## config.mk

```make
export PLATFORM = sky130hd
export DESIGN_NAME = sdri_top
export DESIGN_NICKNAME = d
export VERILOG_FILES = /design/src/inc/sdri_pkg.sv /design/src/rtl/sdri_sync.sv /design/src/rtl/sdri_top.sv
export SDC_FILE = /design/constraint.sdc
export NUM_CORES = 1
export LEC_CHECK = 0
export BUFFER_PORTS_ARGS = -buffer_cell sky130_fd_sc_hd__buf_4
export CORE_MARGIN = 2
export CORE_UTILIZATION = 45
export CTS_CLUSTER_SIZE = 24
export DETAILED_ROUTE_END_ITERATION = 12
export PLACE_DENSITY = 0.65
export SETUP_SLACK_MARGIN = 0.2
export SLEW_MARGIN = 20
export SYNTH_ARGS = -nofsm -noshare
export SYNTH_HDL_FRONTEND = slang
export SYNTH_HIERARCHICAL = 1
export SYNTH_SLANG_ARGS = --single-unit
```

## constraint.sdc

```tcl
create_clock -name mclk -period 2.2 [get_ports mclk]
set_clock_uncertainty 0.2 [all_clocks]
set_input_delay 0.33 -clock mclk [delete_from_list [all_inputs] [get_ports mclk]]
set_output_delay 0.33 -clock mclk [all_outputs]
set_load 0.005 [all_outputs]
```

## src/inc/sdri_pkg.sv

```systemverilog
// package of constants for the step/direction reference input block
package sdri_pkg;
	// reference input modes selected by the drive configuration
	typedef enum logic {
		SDRI_MODE_STEP_DIR,
		SDRI_MODE_QUAD
	} sdri_mode_t;

	// step direction as commanded to the motor
	localparam logic SDRI_DIR_POS = 1'b0;
	localparam logic SDRI_DIR_NEG = 1'b1;

	// system clock rate and ready delay
	localparam int SDRI_CLK_HZ = 10000000;
	localparam int SDRI_READY_DELAY_MS = 100;
	localparam int SDRI_READY_CYCLES = SDRI_CLK_HZ / 1000 * SDRI_READY_DELAY_MS;

	// input rate limits expected from the controller
	localparam int SDRI_MAX_IN_HZ = 200000;
	localparam int SDRI_MIN_EDGE_CYCLES = SDRI_CLK_HZ / (2 * SDRI_MAX_IN_HZ);

	// synchroniser depth
	localparam int SDRI_SYNC_STAGES = 2;
endpackage : sdri_pkg

```

## src/rtl/sdri_sync.sv

```systemverilog
// two-flop synchroniser bank for the reference inputs
`timescale 1ns/1ps
`default_nettype none
module sdri_sync #(
	parameter int WIDTH = 1
) (
	input wire logic mclk,
	input wire logic sys_rst,
	input wire logic [WIDTH-1:0] async_in,
	output logic [WIDTH-1:0] sync_out
);
	logic [WIDTH-1:0] meta_q;
	logic [WIDTH-1:0] meta_d;
	logic [WIDTH-1:0] sync_q;
	logic [WIDTH-1:0] sync_d;

	// next values: first stage feeds only the second
	always_comb begin
		meta_d = async_in;
		sync_d = meta_q;
	end

	// register both stages
	always_ff @(posedge mclk) begin
		if (sys_rst) begin
			meta_q <= '0;
			sync_q <= '0;
		end else begin
			meta_q <= meta_d;
			sync_q <= sync_d;
		end
	end

	assign sync_out = sync_q;
endmodule : sdri_sync
`default_nettype wire

```

## src/rtl/sdri_top.sv

```systemverilog
// reference value input logic: step/direction or quadrature, plus drive ready
`timescale 1ns/1ps
`default_nettype none
module sdri_top
	import sdri_pkg::*;
#(
	parameter int READY_CYCLES = SDRI_READY_CYCLES
) (
	input wire logic mclk,
	input wire logic sys_rst,
	input wire sdri_pkg::sdri_mode_t ref_mode,
	input wire logic step_strobe,
	input wire logic rotation_sense,
	input wire logic ref_channel_a,
	input wire logic ref_channel_b,
	input wire logic ref_index,
	input wire logic stage_enable,
	input wire logic drive_error,
	output logic motor_step,
	output logic motor_dir,
	output logic index_seen,
	output logic drive_ready_n_o,
	output logic drive_ready_n_oe
);
	import sdri_pkg::*;

	localparam int CNT_W = $clog2(READY_CYCLES + 1);
	localparam logic [CNT_W-1:0] READY_LAST = CNT_W'(READY_CYCLES - 1);

	// synchronised inputs: strobe, sense, a, b, index
	logic [4:0] raw_in;
	logic [4:0] syn_in;
	assign raw_in = {step_strobe, rotation_sense, ref_channel_a, ref_channel_b, ref_index};

	// all reference inputs pass a two-flop synchroniser
	sdri_sync #(
		.WIDTH(5)
	) u_sync (
		.mclk(mclk),
		.sys_rst(sys_rst),
		.async_in(raw_in),
		.sync_out(syn_in)
	);

	logic s_step, s_sense, s_a, s_b, s_idx;
	assign s_step = syn_in[4];
	assign s_sense = syn_in[3];
	assign s_a = syn_in[2];
	assign s_b = syn_in[1];
	assign s_idx = syn_in[0];

	// previous synchronised levels for edge detection
	logic step_prev_q, step_prev_d;
	logic a_prev_q, a_prev_d;
	logic b_prev_q, b_prev_d;
	logic idx_prev_q, idx_prev_d;
	logic step_q, step_d;
	logic dir_q, dir_d;
	logic index_q, index_d;

	// quadrature decode: previous state vs current state gives direction
	function automatic logic [1:0] sdri_quad(input logic pa, input logic pb,
			input logic ca, input logic cb);
		logic [3:0] tr;
		tr = {pa, pb, ca, cb};
		case (tr)
			4'h1, 4'h7, 4'hE, 4'h8: sdri_quad = 2'h2; // b leads a: forward
			4'h2, 4'hB, 4'hD, 4'h4: sdri_quad = 2'h3; // a leads b: reverse
			default: sdri_quad = 2'h0; // no move or illegal double change
		endcase
	endfunction : sdri_quad

	logic [1:0] quad;
	assign quad = sdri_quad(a_prev_q, b_prev_q, s_a, s_b);

	// next step command and direction
	always_comb begin
		step_prev_d = s_step;
		a_prev_d = s_a;
		b_prev_d = s_b;
		idx_prev_d = s_idx;
		step_d = 1'b0;
		dir_d = dir_q;
		index_d = 1'b0;
		case (ref_mode)
			SDRI_MODE_STEP_DIR: begin
				if (s_step && !step_prev_q) begin
					step_d = 1'b1;
					// sense low (or open, pulled low) is positive
					dir_d = s_sense ? SDRI_DIR_NEG : SDRI_DIR_POS;
				end
			end
			SDRI_MODE_QUAD: begin
				if (quad[1]) begin
					step_d = 1'b1;
					dir_d = quad[0] ? SDRI_DIR_NEG : SDRI_DIR_POS;
				end
				index_d = s_idx && !idx_prev_q;
			end
			default: begin
				step_d = 1'b0;
			end
		endcase
	end

	// register step command state
	always_ff @(posedge mclk) begin
		if (sys_rst) begin
			step_prev_q <= 1'b0;
			a_prev_q <= 1'b0;
			b_prev_q <= 1'b0;
			idx_prev_q <= 1'b0;
			step_q <= 1'b0;
			dir_q <= SDRI_DIR_POS;
			index_q <= 1'b0;
		end else begin
			step_prev_q <= step_prev_d;
			a_prev_q <= a_prev_d;
			b_prev_q <= b_prev_d;
			idx_prev_q <= idx_prev_d;
			step_q <= step_d;
			dir_q <= dir_d;
			index_q <= index_d;
		end
	end

	assign motor_step = step_q;
	assign motor_dir = dir_q;
	assign index_seen = index_q;

	// readiness sequencing after power stage enable
	typedef enum logic [1:0] {
		SDRI_RDY_OFF,
		SDRI_RDY_WAIT,
		SDRI_RDY_ON
	} sdri_rdy_t;

	sdri_rdy_t rdy_q, rdy_d;
	logic [CNT_W-1:0] cnt_q, cnt_d;
	logic ready_q, ready_d;

	// next readiness state; error or disable drops readiness at once
	always_comb begin
		rdy_d = rdy_q;
		cnt_d = cnt_q;
		case (rdy_q)
			SDRI_RDY_OFF: begin
				cnt_d = '0;
				if (stage_enable && !drive_error) begin
					rdy_d = SDRI_RDY_WAIT;
				end
			end
			SDRI_RDY_WAIT: begin
				if (!stage_enable || drive_error) begin
					rdy_d = SDRI_RDY_OFF;
				end else if (cnt_q == READY_LAST) begin
					rdy_d = SDRI_RDY_ON;
				end else begin
					cnt_d = cnt_q + 1'b1;
				end
			end
			SDRI_RDY_ON: begin
				if (!stage_enable || drive_error) begin
					rdy_d = SDRI_RDY_OFF;
				end
			end
			default: begin
				rdy_d = SDRI_RDY_OFF;
			end
		endcase
		ready_d = (rdy_d == SDRI_RDY_ON);
	end

	// register readiness state
	always_ff @(posedge mclk) begin
		if (sys_rst) begin
			rdy_q <= SDRI_RDY_OFF;
			cnt_q <= '0;
			ready_q <= 1'b0;
		end else begin
			rdy_q <= rdy_d;
			cnt_q <= cnt_d;
			ready_q <= ready_d;
		end
	end

	// open collector: drive low when ready, release otherwise
	assign drive_ready_n_o = 1'b0;
	assign drive_ready_n_oe = ready_q;

	// assertions
	a_step_on_edge: assert property (@(posedge mclk) disable iff (sys_rst)
		(ref_mode == SDRI_MODE_STEP_DIR && s_step && !step_prev_q) |=> motor_step)
		else $error("step edge did not produce one step");
	a_step_single: assert property (@(posedge mclk) disable iff (sys_rst)
		(ref_mode == SDRI_MODE_STEP_DIR && motor_step) |=> !motor_step)
		else $error("step held longer than one cycle");
	a_dir_from_sense: assert property (@(posedge mclk) disable iff (sys_rst)
		(ref_mode == SDRI_MODE_STEP_DIR && s_step && !step_prev_q)
		|=> (motor_dir == $past(s_sense)))
		else $error("direction not taken from sense");
	a_dir_low_pos: assert property (@(posedge mclk) disable iff (sys_rst)
		(ref_mode == SDRI_MODE_STEP_DIR && s_step && !step_prev_q && !s_sense)
		|=> motor_dir == SDRI_DIR_POS)
		else $error("low sense did not give positive direction");
	a_ready_needs_wait: assert property (@(posedge mclk) disable iff (sys_rst)
		$rose(drive_ready_n_oe) |-> $past(rdy_q) == SDRI_RDY_WAIT && $past(cnt_q) == READY_LAST)
		else $error("ready asserted before delay");
	a_ready_pulls_low: assert property (@(posedge mclk) disable iff (sys_rst)
		drive_ready_n_oe |-> drive_ready_n_o == 1'b0)
		else $error("ready output not pulling low");
	a_error_drops: assert property (@(posedge mclk) disable iff (sys_rst)
		drive_error |=> !drive_ready_n_oe)
		else $error("ready held during error");
	a_quad_step: assert property (@(posedge mclk) disable iff (sys_rst)
		(ref_mode == SDRI_MODE_QUAD && quad[1]) |=> motor_step && motor_dir == $past(quad[0]))
		else $error("quadrature edge not counted");
	a_quad_index: assert property (@(posedge mclk) disable iff (sys_rst)
		(ref_mode == SDRI_MODE_QUAD && s_idx && !idx_prev_q) |=> index_seen)
		else $error("index pulse missed");
endmodule : sdri_top
`default_nettype wire

```

==> impl_metrics.json, run 1 <==
{
  "status": "finished with violations",
  "violations": "negative setup slack",
  "cellPowerDensity_nw_per_um2": 610,
  "slew_viol_final": 0,
  "drtPass1Iterations": 4,
  "ant_nets": 0,
  "fillers": 313,
  "clock-sinks": 40,
  "cpMaxStageDelayCell": "or4_4",
  "power_frac_comb_pct": 4.7,
  "grt_setup_unrepaired": "yes",
  "synth_xor_area_share_pct": 5.12,
  "layout.nets": 223,
  "layout_common_cells": "dfxtp_1 (34), buf_4 (30), nor2_1 (15)",
  "post-route-period-util_pct": 103,
  "cap_violations": 0,
  "hpwl_um": 2580,
  "synth_area_sq_um": 1710,
  "hold_viol_final": 0,
  "drt-total-wl_um": 3370,
  "hp-class": "in -> reg",
  "p_clk_share_pct": 38.6,
  "syn_inst": 176,
  "synth_compound_area_share_pct": 12.6,
  "cts_root_buf": "clkbuf_8",
  "reg2reg_setup_slack_ps": -60,
  "irDropWorstVdd_v": 0.000389,
  "path_buf_inv": 1,
  "num_io_pins": 15,
  "avgSynthCellArea_sq_um": 9.72,
  "crit_path_start_kind": "flop",
  "p_int_uw": 1020,
  "io_buffers": 13,
  "core-area_sq_um": 3660,
  "fmax_mhz": 443,
  "total_power_uw": 1310,
  "arrival_ps": 2230,
  "grt_overflow": 0,
  "num_vias": 1354,
  "crit_path_end_kind": "flop",
  "drcViolationCount": 0,
  "required_ps": 2170,
  "antennaDiodeCount": 0,
  "layout_setup_ws_ps": -59.5,
  "criticalPathCategory": "reg -> reg",
  "synth_edf_count": 0,
  "timing.hold.ws_ps": 44.0,
  "drive_gt1_share_pct": 33.0,
  "min_period_ps": 2260,
  "initial_core_util_pct": 46.7,
  "seqCellArea_sq_um": 808,
  "cp_top_family": "simple AND/OR/NAND/NOR gates",
  "switching_share_pct": 22.0,
  "dp_slack_ps": -92.0,
  "synthSimpleGateAreaFrac_pct": 26.0,
  "yosysSeqAreaShare_pct": 46.8,
  "antenna_found_initial": 0,
  "drtIter0Drc": 55,
  "ys_types": 43,
  "grt_pass1_vias": 1409,
  "layout_commonest_cell": "dfxtp_1",
  "dominantRegCellSynth": "dfxtp_1",
  "tritoncts": "built",
  "power.leakage_uw": 0.000768,
  "die_area_sq_um": 4310,
  "async_reset_ff_share_pct": 0,
  "vias_per_cell": 5.27,
  "synth_top_family_by_area": "simple AND/OR/NAND/NOR gates",
  "synthAdderAreaFrac_pct": 3.66,
  "clk_path_buf_depth": 2,
  "numCtsBuffers": 5,
  "grt_pass1_wl_um": 5880,
  "setup_viol": 8,
  "cp_slowest_stage_delay_ps": 600,
  "fp.dieW_um": 65.7,
  "synth_mux_area_share_pct": 2.56,
  "clk_latency_ps": 290,
  "rows": 22,
  "syn-num-nets": 191,
  "h-tree-depth": 2,
  "gr-usage-all-layers_pct": 18.1,
  "fp.dieH_um": 65.7,
  "grt_max_degree": 24,
  "cp_cell_sequence": "or4_1 > or4_4 > buf_6 > o21ai_4 > or3_1 > a21oi_1",
  "crit_fanout": 5,
  "gp_congestion": 0.845,
  "tns_ps": -247,
  "ys_ff_latch": 40,
  "wl_per_cell_um": 13.1,
  "power.net_switching_uw": 289,
  "power.share.sequential_pct": 56.7,
  "path_clk_slew_ps": 80,
  "yosys_warnings": 6,
  "area_growth_pct": 25.7,
  "multi_input_area_sq_um": 926
}
==> flip-flops by register name, summed over array words and instances (netlist names) <==
signal / cells
a_prev_q: 1
b_prev_q: 1
cnt_q: 20
drive_ready_n_oe: 1
idx_prev_q: 1
index_seen: 1
motor_dir: 1
motor_step: 1
rdy_q: 2
step_prev_q: 1
u_sync/meta_q: 5
u_sync/sync_out: 5
==> stage by stage <==
stage | utilization (%) | instances | instance area, sq um
3_5_place_dp | 54.1 | 248 | 1980
5_1_grt | 58.7 | 257 | 2150
4_1_cts | 58.3 | 257 | 2140
6_report | 58.7 | 257 | 2150
3_3_place_gp | 54.1 | 248 | 1980
2_1_floorplan | - | 176 | 1730
==> kinds of logic after synthesis <==
family / Yosys count
flops: 40
buf+inv: 10
fa+ha+maj: 5
simple gates: 80
compound gates: 27
xor+xnor: 10
mux: 3
other cells: 1
==> final timing paths <==
| kind | startpoint | to | cells past startpoint |
|---|---|---|---|
| setup / recovery | cnt_q[13] | cnt_q[0] | 6 |
| hold reg to reg | u_sync/meta_q[0] | u_sync/sync_out[0] | 1 |
| hold / removal | rotation_sense | u_sync/meta_q[3] | 2 |
| setup reg to reg | cnt_q[13] | cnt_q[0] | 6 |
==> power groups by stage <==
stage	sequential (uW)	combinational, uW	clock, uW
finish	744	62.0	507
global route	745	67.6	557
CTS	744	62.2	520
detailed placement	761	61.3	0
global placement	760	58.2	0
floorplan	760	32.9	0
==> cells in the mapped netlist (3+ instances only) <==
cell type,count,area share [%]
dfxtp_1,40,47
nor2_1,16,3.5
nand2_1,13,2.9
nor2b_1,12,4.4
a21oi_1,11,3.2
nand3_1,9,2.6
xor2_1,8,4.1
or4_1,6,2.6
ha_1,5,3.7
clkbuf_1,4,0.88
o21ai_0,4,1.2
or3_1,4,1.5
inv_1,3,0.66
nor3_1,3,0.88
o211ai_1,3,1.3
==> cell type report <==
type	instances	area share, %
tap	48	2.79
clock buffer	6	3.84
timing repair buffer	32	11.5
sequential	40	37.6
inverter	3	0.524
multi-input combinational	126	43.0
clock inverter	2	0.698
==> layer usage <==
| metal | up-vias | part of all wire, % | track usage [%] |
|---|---|---|---|
| met4 | 0 | 1.8 | 9.90 |
| met5 | - | 0 | 0 |
| met2 | 29 | 51 | 32.4 |
| met1 | 640 | 44 | 19.3 |
| li1 | 680 | - | - |
| met3 | 5 | 3.5 | 4.11 |
==> what timing repair did <==
action | 4_1_cts | 5_1_grt
hold buffers | 0 | 0
pin swaps | 3 | 2
setup buffers | 1 | 0
resized for setup | 14 | 4
endpoints found under the setup margin | 21 | 21
No activity file was read; power rests on OpenSTA's default activity.
==> run 2, diff against run 1 <==
- CORE_UTILIZATION: 45 -> 35
- PLACE_DENSITY: 0.65 -> default
- SYNTH_HIERARCHICAL: 1 -> default
==> run 2 against run 1 <==
Compared with the run above:
- the flow now finishes without violations
- register-to-register slack gained 230 ps
- via count grew 4.4%
- worst setup slack gained 230 ps
- clock power grew 18%
- fmax grew 11%
- sequential cell count is the same
- first-iteration DRC count grew 55%
- routed wire length grew 3.1%
- synthesized cell count grew 9.7%
- largest power group unchanged
==> impl_metrics.json, run 2 <==
{
  "rr_worst_depth": 7,
  "h-tree-depth": 2,
  "setup_viol": 0,
  "wl_per_cell_um": 12.0,
  "grt_max_degree": 21,
  "grt_setup_unrepaired": "yes",
  "path_common_cell": "buf_6",
  "ys_types": 42,
  "cpMaxStageDelayCell": "or4_4",
  "rows": 25,
  "arrival_ps": 2060,
  "dominantRegCellSynth": "dfxtp_1",
  "cp_slowest_stage_delay_ps": 540,
  "crit_path_end_kind": "flop",
  "slew_viol_final": 0,
  "layout.nets": 236,
  "tritoncts": "built",
  "gr-usage-met2_pct": 19.7,
  "crit_path_start_kind": "flop",
  "gp_congestion": 0.754,
  "tns_ps": 0,
  "clk_latency_ps": 290,
  "ant_nets": 0,
  "power.leakage_uw": 0.000796,
  "layout_common_cells": "dfxtp_1 (37), buf_4 (26), nor2_1 (19)",
  "fmax_mhz": 492,
  "grt_overflow": 0,
  "clock-sinks": 40,
  "grt_pass1_wl_um": 5630,
  "die_area_sq_um": 5650,
  "met1_usage_pct": 17.5,
  "drtPass1Iterations": 4,
  "top_usage_layer": "met2",
  "hold_viol_final": 0,
  "antennaDiodeCount": 0,
  "cp.depth": 7,
  "num_io_pins": 15,
  "fp.dieW_um": 75.2,
  "vias_per_cell": 4.89,
  "final_util_pct": 46.1,
  "path_buf_inv": 3,
  "cp_cell_sequence": "or4_4 > nor4_4 > buf_6 > buf_6 > buf_4 > o21ai_0 > a21oi_1",
  "crit_fanout": 7,
  "numCtsBuffers": 5,
  "path_clk_slew_ps": 80,
  "synth_top_area_share_pct": 45.1,
  "top_register": "cnt_q",
  "cts_root_buf": "clkbuf_8",
  "yosysSeqAreaShare_pct": 45.1,
  "status": "finished, final reports clean",
  "synth.area.top_cells": "dfxtp_1 (45%), nor2b_1 (4.6%), nor2_1 (4.2%)",
  "num_vias": 1414,
  "clk_path_buf_depth": 2,
  "gr-usage-all-layers_pct": 13.4,
  "synth_top_cells_by_count": "dfxtp_1 (40), nor2_1 (20), nor2b_1 (13)",
  "ys_ff_latch": 40,
  "hp-class": "in -> reg",
  "required_ps": 2230,
  "met3_usage_pct": 4.02,
  "synth_edf_count": 0,
  "drt-total-wl_um": 3470,
  "core-area_sq_um": 4820,
  "async_reset_ff_share_pct": 0,
  "ctsHoldBuffers": 0,
  "synth_area_sq_um": 1770,
  "drtIter0Drc": 85,
  "initial_core_util_pct": 36.8,
  "post-route-period-util_pct": 92.4,
  "cp_top_family": "simple AND/OR/NAND/NOR gates",
  "yosysTopAreaCell": "dfxtp_1",
  "cap_violations": 0,
  "antenna_found_initial": 0,
  "stdcell_area_sq_um": 2220,
  "largest_reg_flops": 20,
  "min_period_ps": 2030,
  "drive_gt1_share_pct": 27.0,
  "criticalPathCategory": "reg -> reg",
  "grt_pass1_vias": 1262,
  "avgSynthCellArea_sq_um": 9.19,
  "irDropWorstVdd_v": 0.000291,
  "layout_commonest_cell": "dfxtp_1",
  "hpwl_um": 2170,
  "synth_most_common_cell": "dfxtp_1",
  "drcViolationCount": 0,
  "area_growth_pct": 25.2,
  "hold-path-cell-count": 2,
  "syn-num-nets": 208,
  "yosys_warnings": 0,
  "syn_inst": 193,
  "postPlaceCellArea_sq_um": 1970,
  "cellPowerDensity_nw_per_um2": 635,
  "io_buffers": 13,
  "fp.dieH_um": 75.2
}
==> run 2: cell count changes in the layout (fill, tap and decap cells not counted), moves of 4 or more <==
cell | before | now
xor2_1 | 8 | 2
buf_4 | 30 | 26
o21ai_0 | 2 | 9
dfxtp_2 | 6 | 2
nor2_1 | 15 | 19
xnor2_1 | 2 | 8
==> run 2: path summary, 6_finish.rpt <==
| check | start | to | slack [ps] |
|---|---|---|---|
| max | cnt_q[10] | cnt_q[6] | 170 |
| min | drive_error | drive_ready_n_oe | 30 |
| max reg2reg | cnt_q[10] | cnt_q[6] | 170 |
| min reg2reg | u_sync.meta_q[3] | u_sync.sync_out[3] | 240 |
==> run 2: repair_timing <==
action	4_1_cts	5_1_grt
setup endpoints to repair	19	21
buffers inserted	5	2
gates cloned	1	1
pin swaps	2	12
gates resized for setup	11	7
==> run 2: final cells by class <==
type | count | area (sq um)
timing repair buffer | 29 | 229
tap | 67 | 83.8
multi-input combinational | 140 | 971
sequential | 40 | 807
fill | 504 | 2600
clock inverter | 3 | 42.5
clock buffer | 5 | 68.8
inverter | 5 | 18.8
==> run 2: worst register-to-register path: cells and delay by family, from the launching register on <==
family                 cells  cell delay (ps)
AOI/OAI and AO/OA          2              200
buffers and inverters      3              400
DFF                        1              320
and+or+nand+nor            2              830
==> run 2: metrics by stage <==
| stage | std cells | hold WS (ps) | power, uW | setup slack [ps] |
|---|---|---|---|---|
| 2_1_floorplan | 193 | 209 | 803 | 200 |
| 3_3_place_gp | 272 | 226 | 828 | 68.1 |
| 3_5_place_dp | 272 | 225 | 828 | 45.7 |
| 4_1_cts | 286 | 17.9 | 1430 | 183 |
| 5_1_grt | 289 | 13.0 | 1470 | 57.1 |
| 6_report | 289 | 28.7 | 1410 | 168 |
==> run 2: metal layers <==
layer | up-vias | share of wire (%)
met4 | 0 | 2.3
li1 | 730 | -
met5 | - | 0
met2 | 27 | 45
met3 | 6 | 3.3
met1 | 651 | 50
==> run 2: cells by family after synthesis <==
| logic type | Yosys count | synth area share (%) |
|---|---|---|
| AND/OR/NAND/NOR | 90 | 30.1 |
| flip-flops | 40 | 45.1 |
| AO/OA/AOI/OAI | 30 | 10.7 |
| buffers and inverters | 15 | 4.23 |
| XOR/XNOR | 10 | 4.94 |
| adder cells (fa/ha/maj) | 5 | 3.53 |
| multiplexers | 2 | 1.13 |
| other | 1 | 0.211 |
==> run 2: where the power goes <==
part	leakage, uW	internal (uW)	switching [uW]	total [uW]
Sequential	0.000327	738	5.76	744
Combinational	0.000415	34.8	36.2	71.0
Clock	0.0000541	335	260	596
Total	0.000796	1110	302	1410
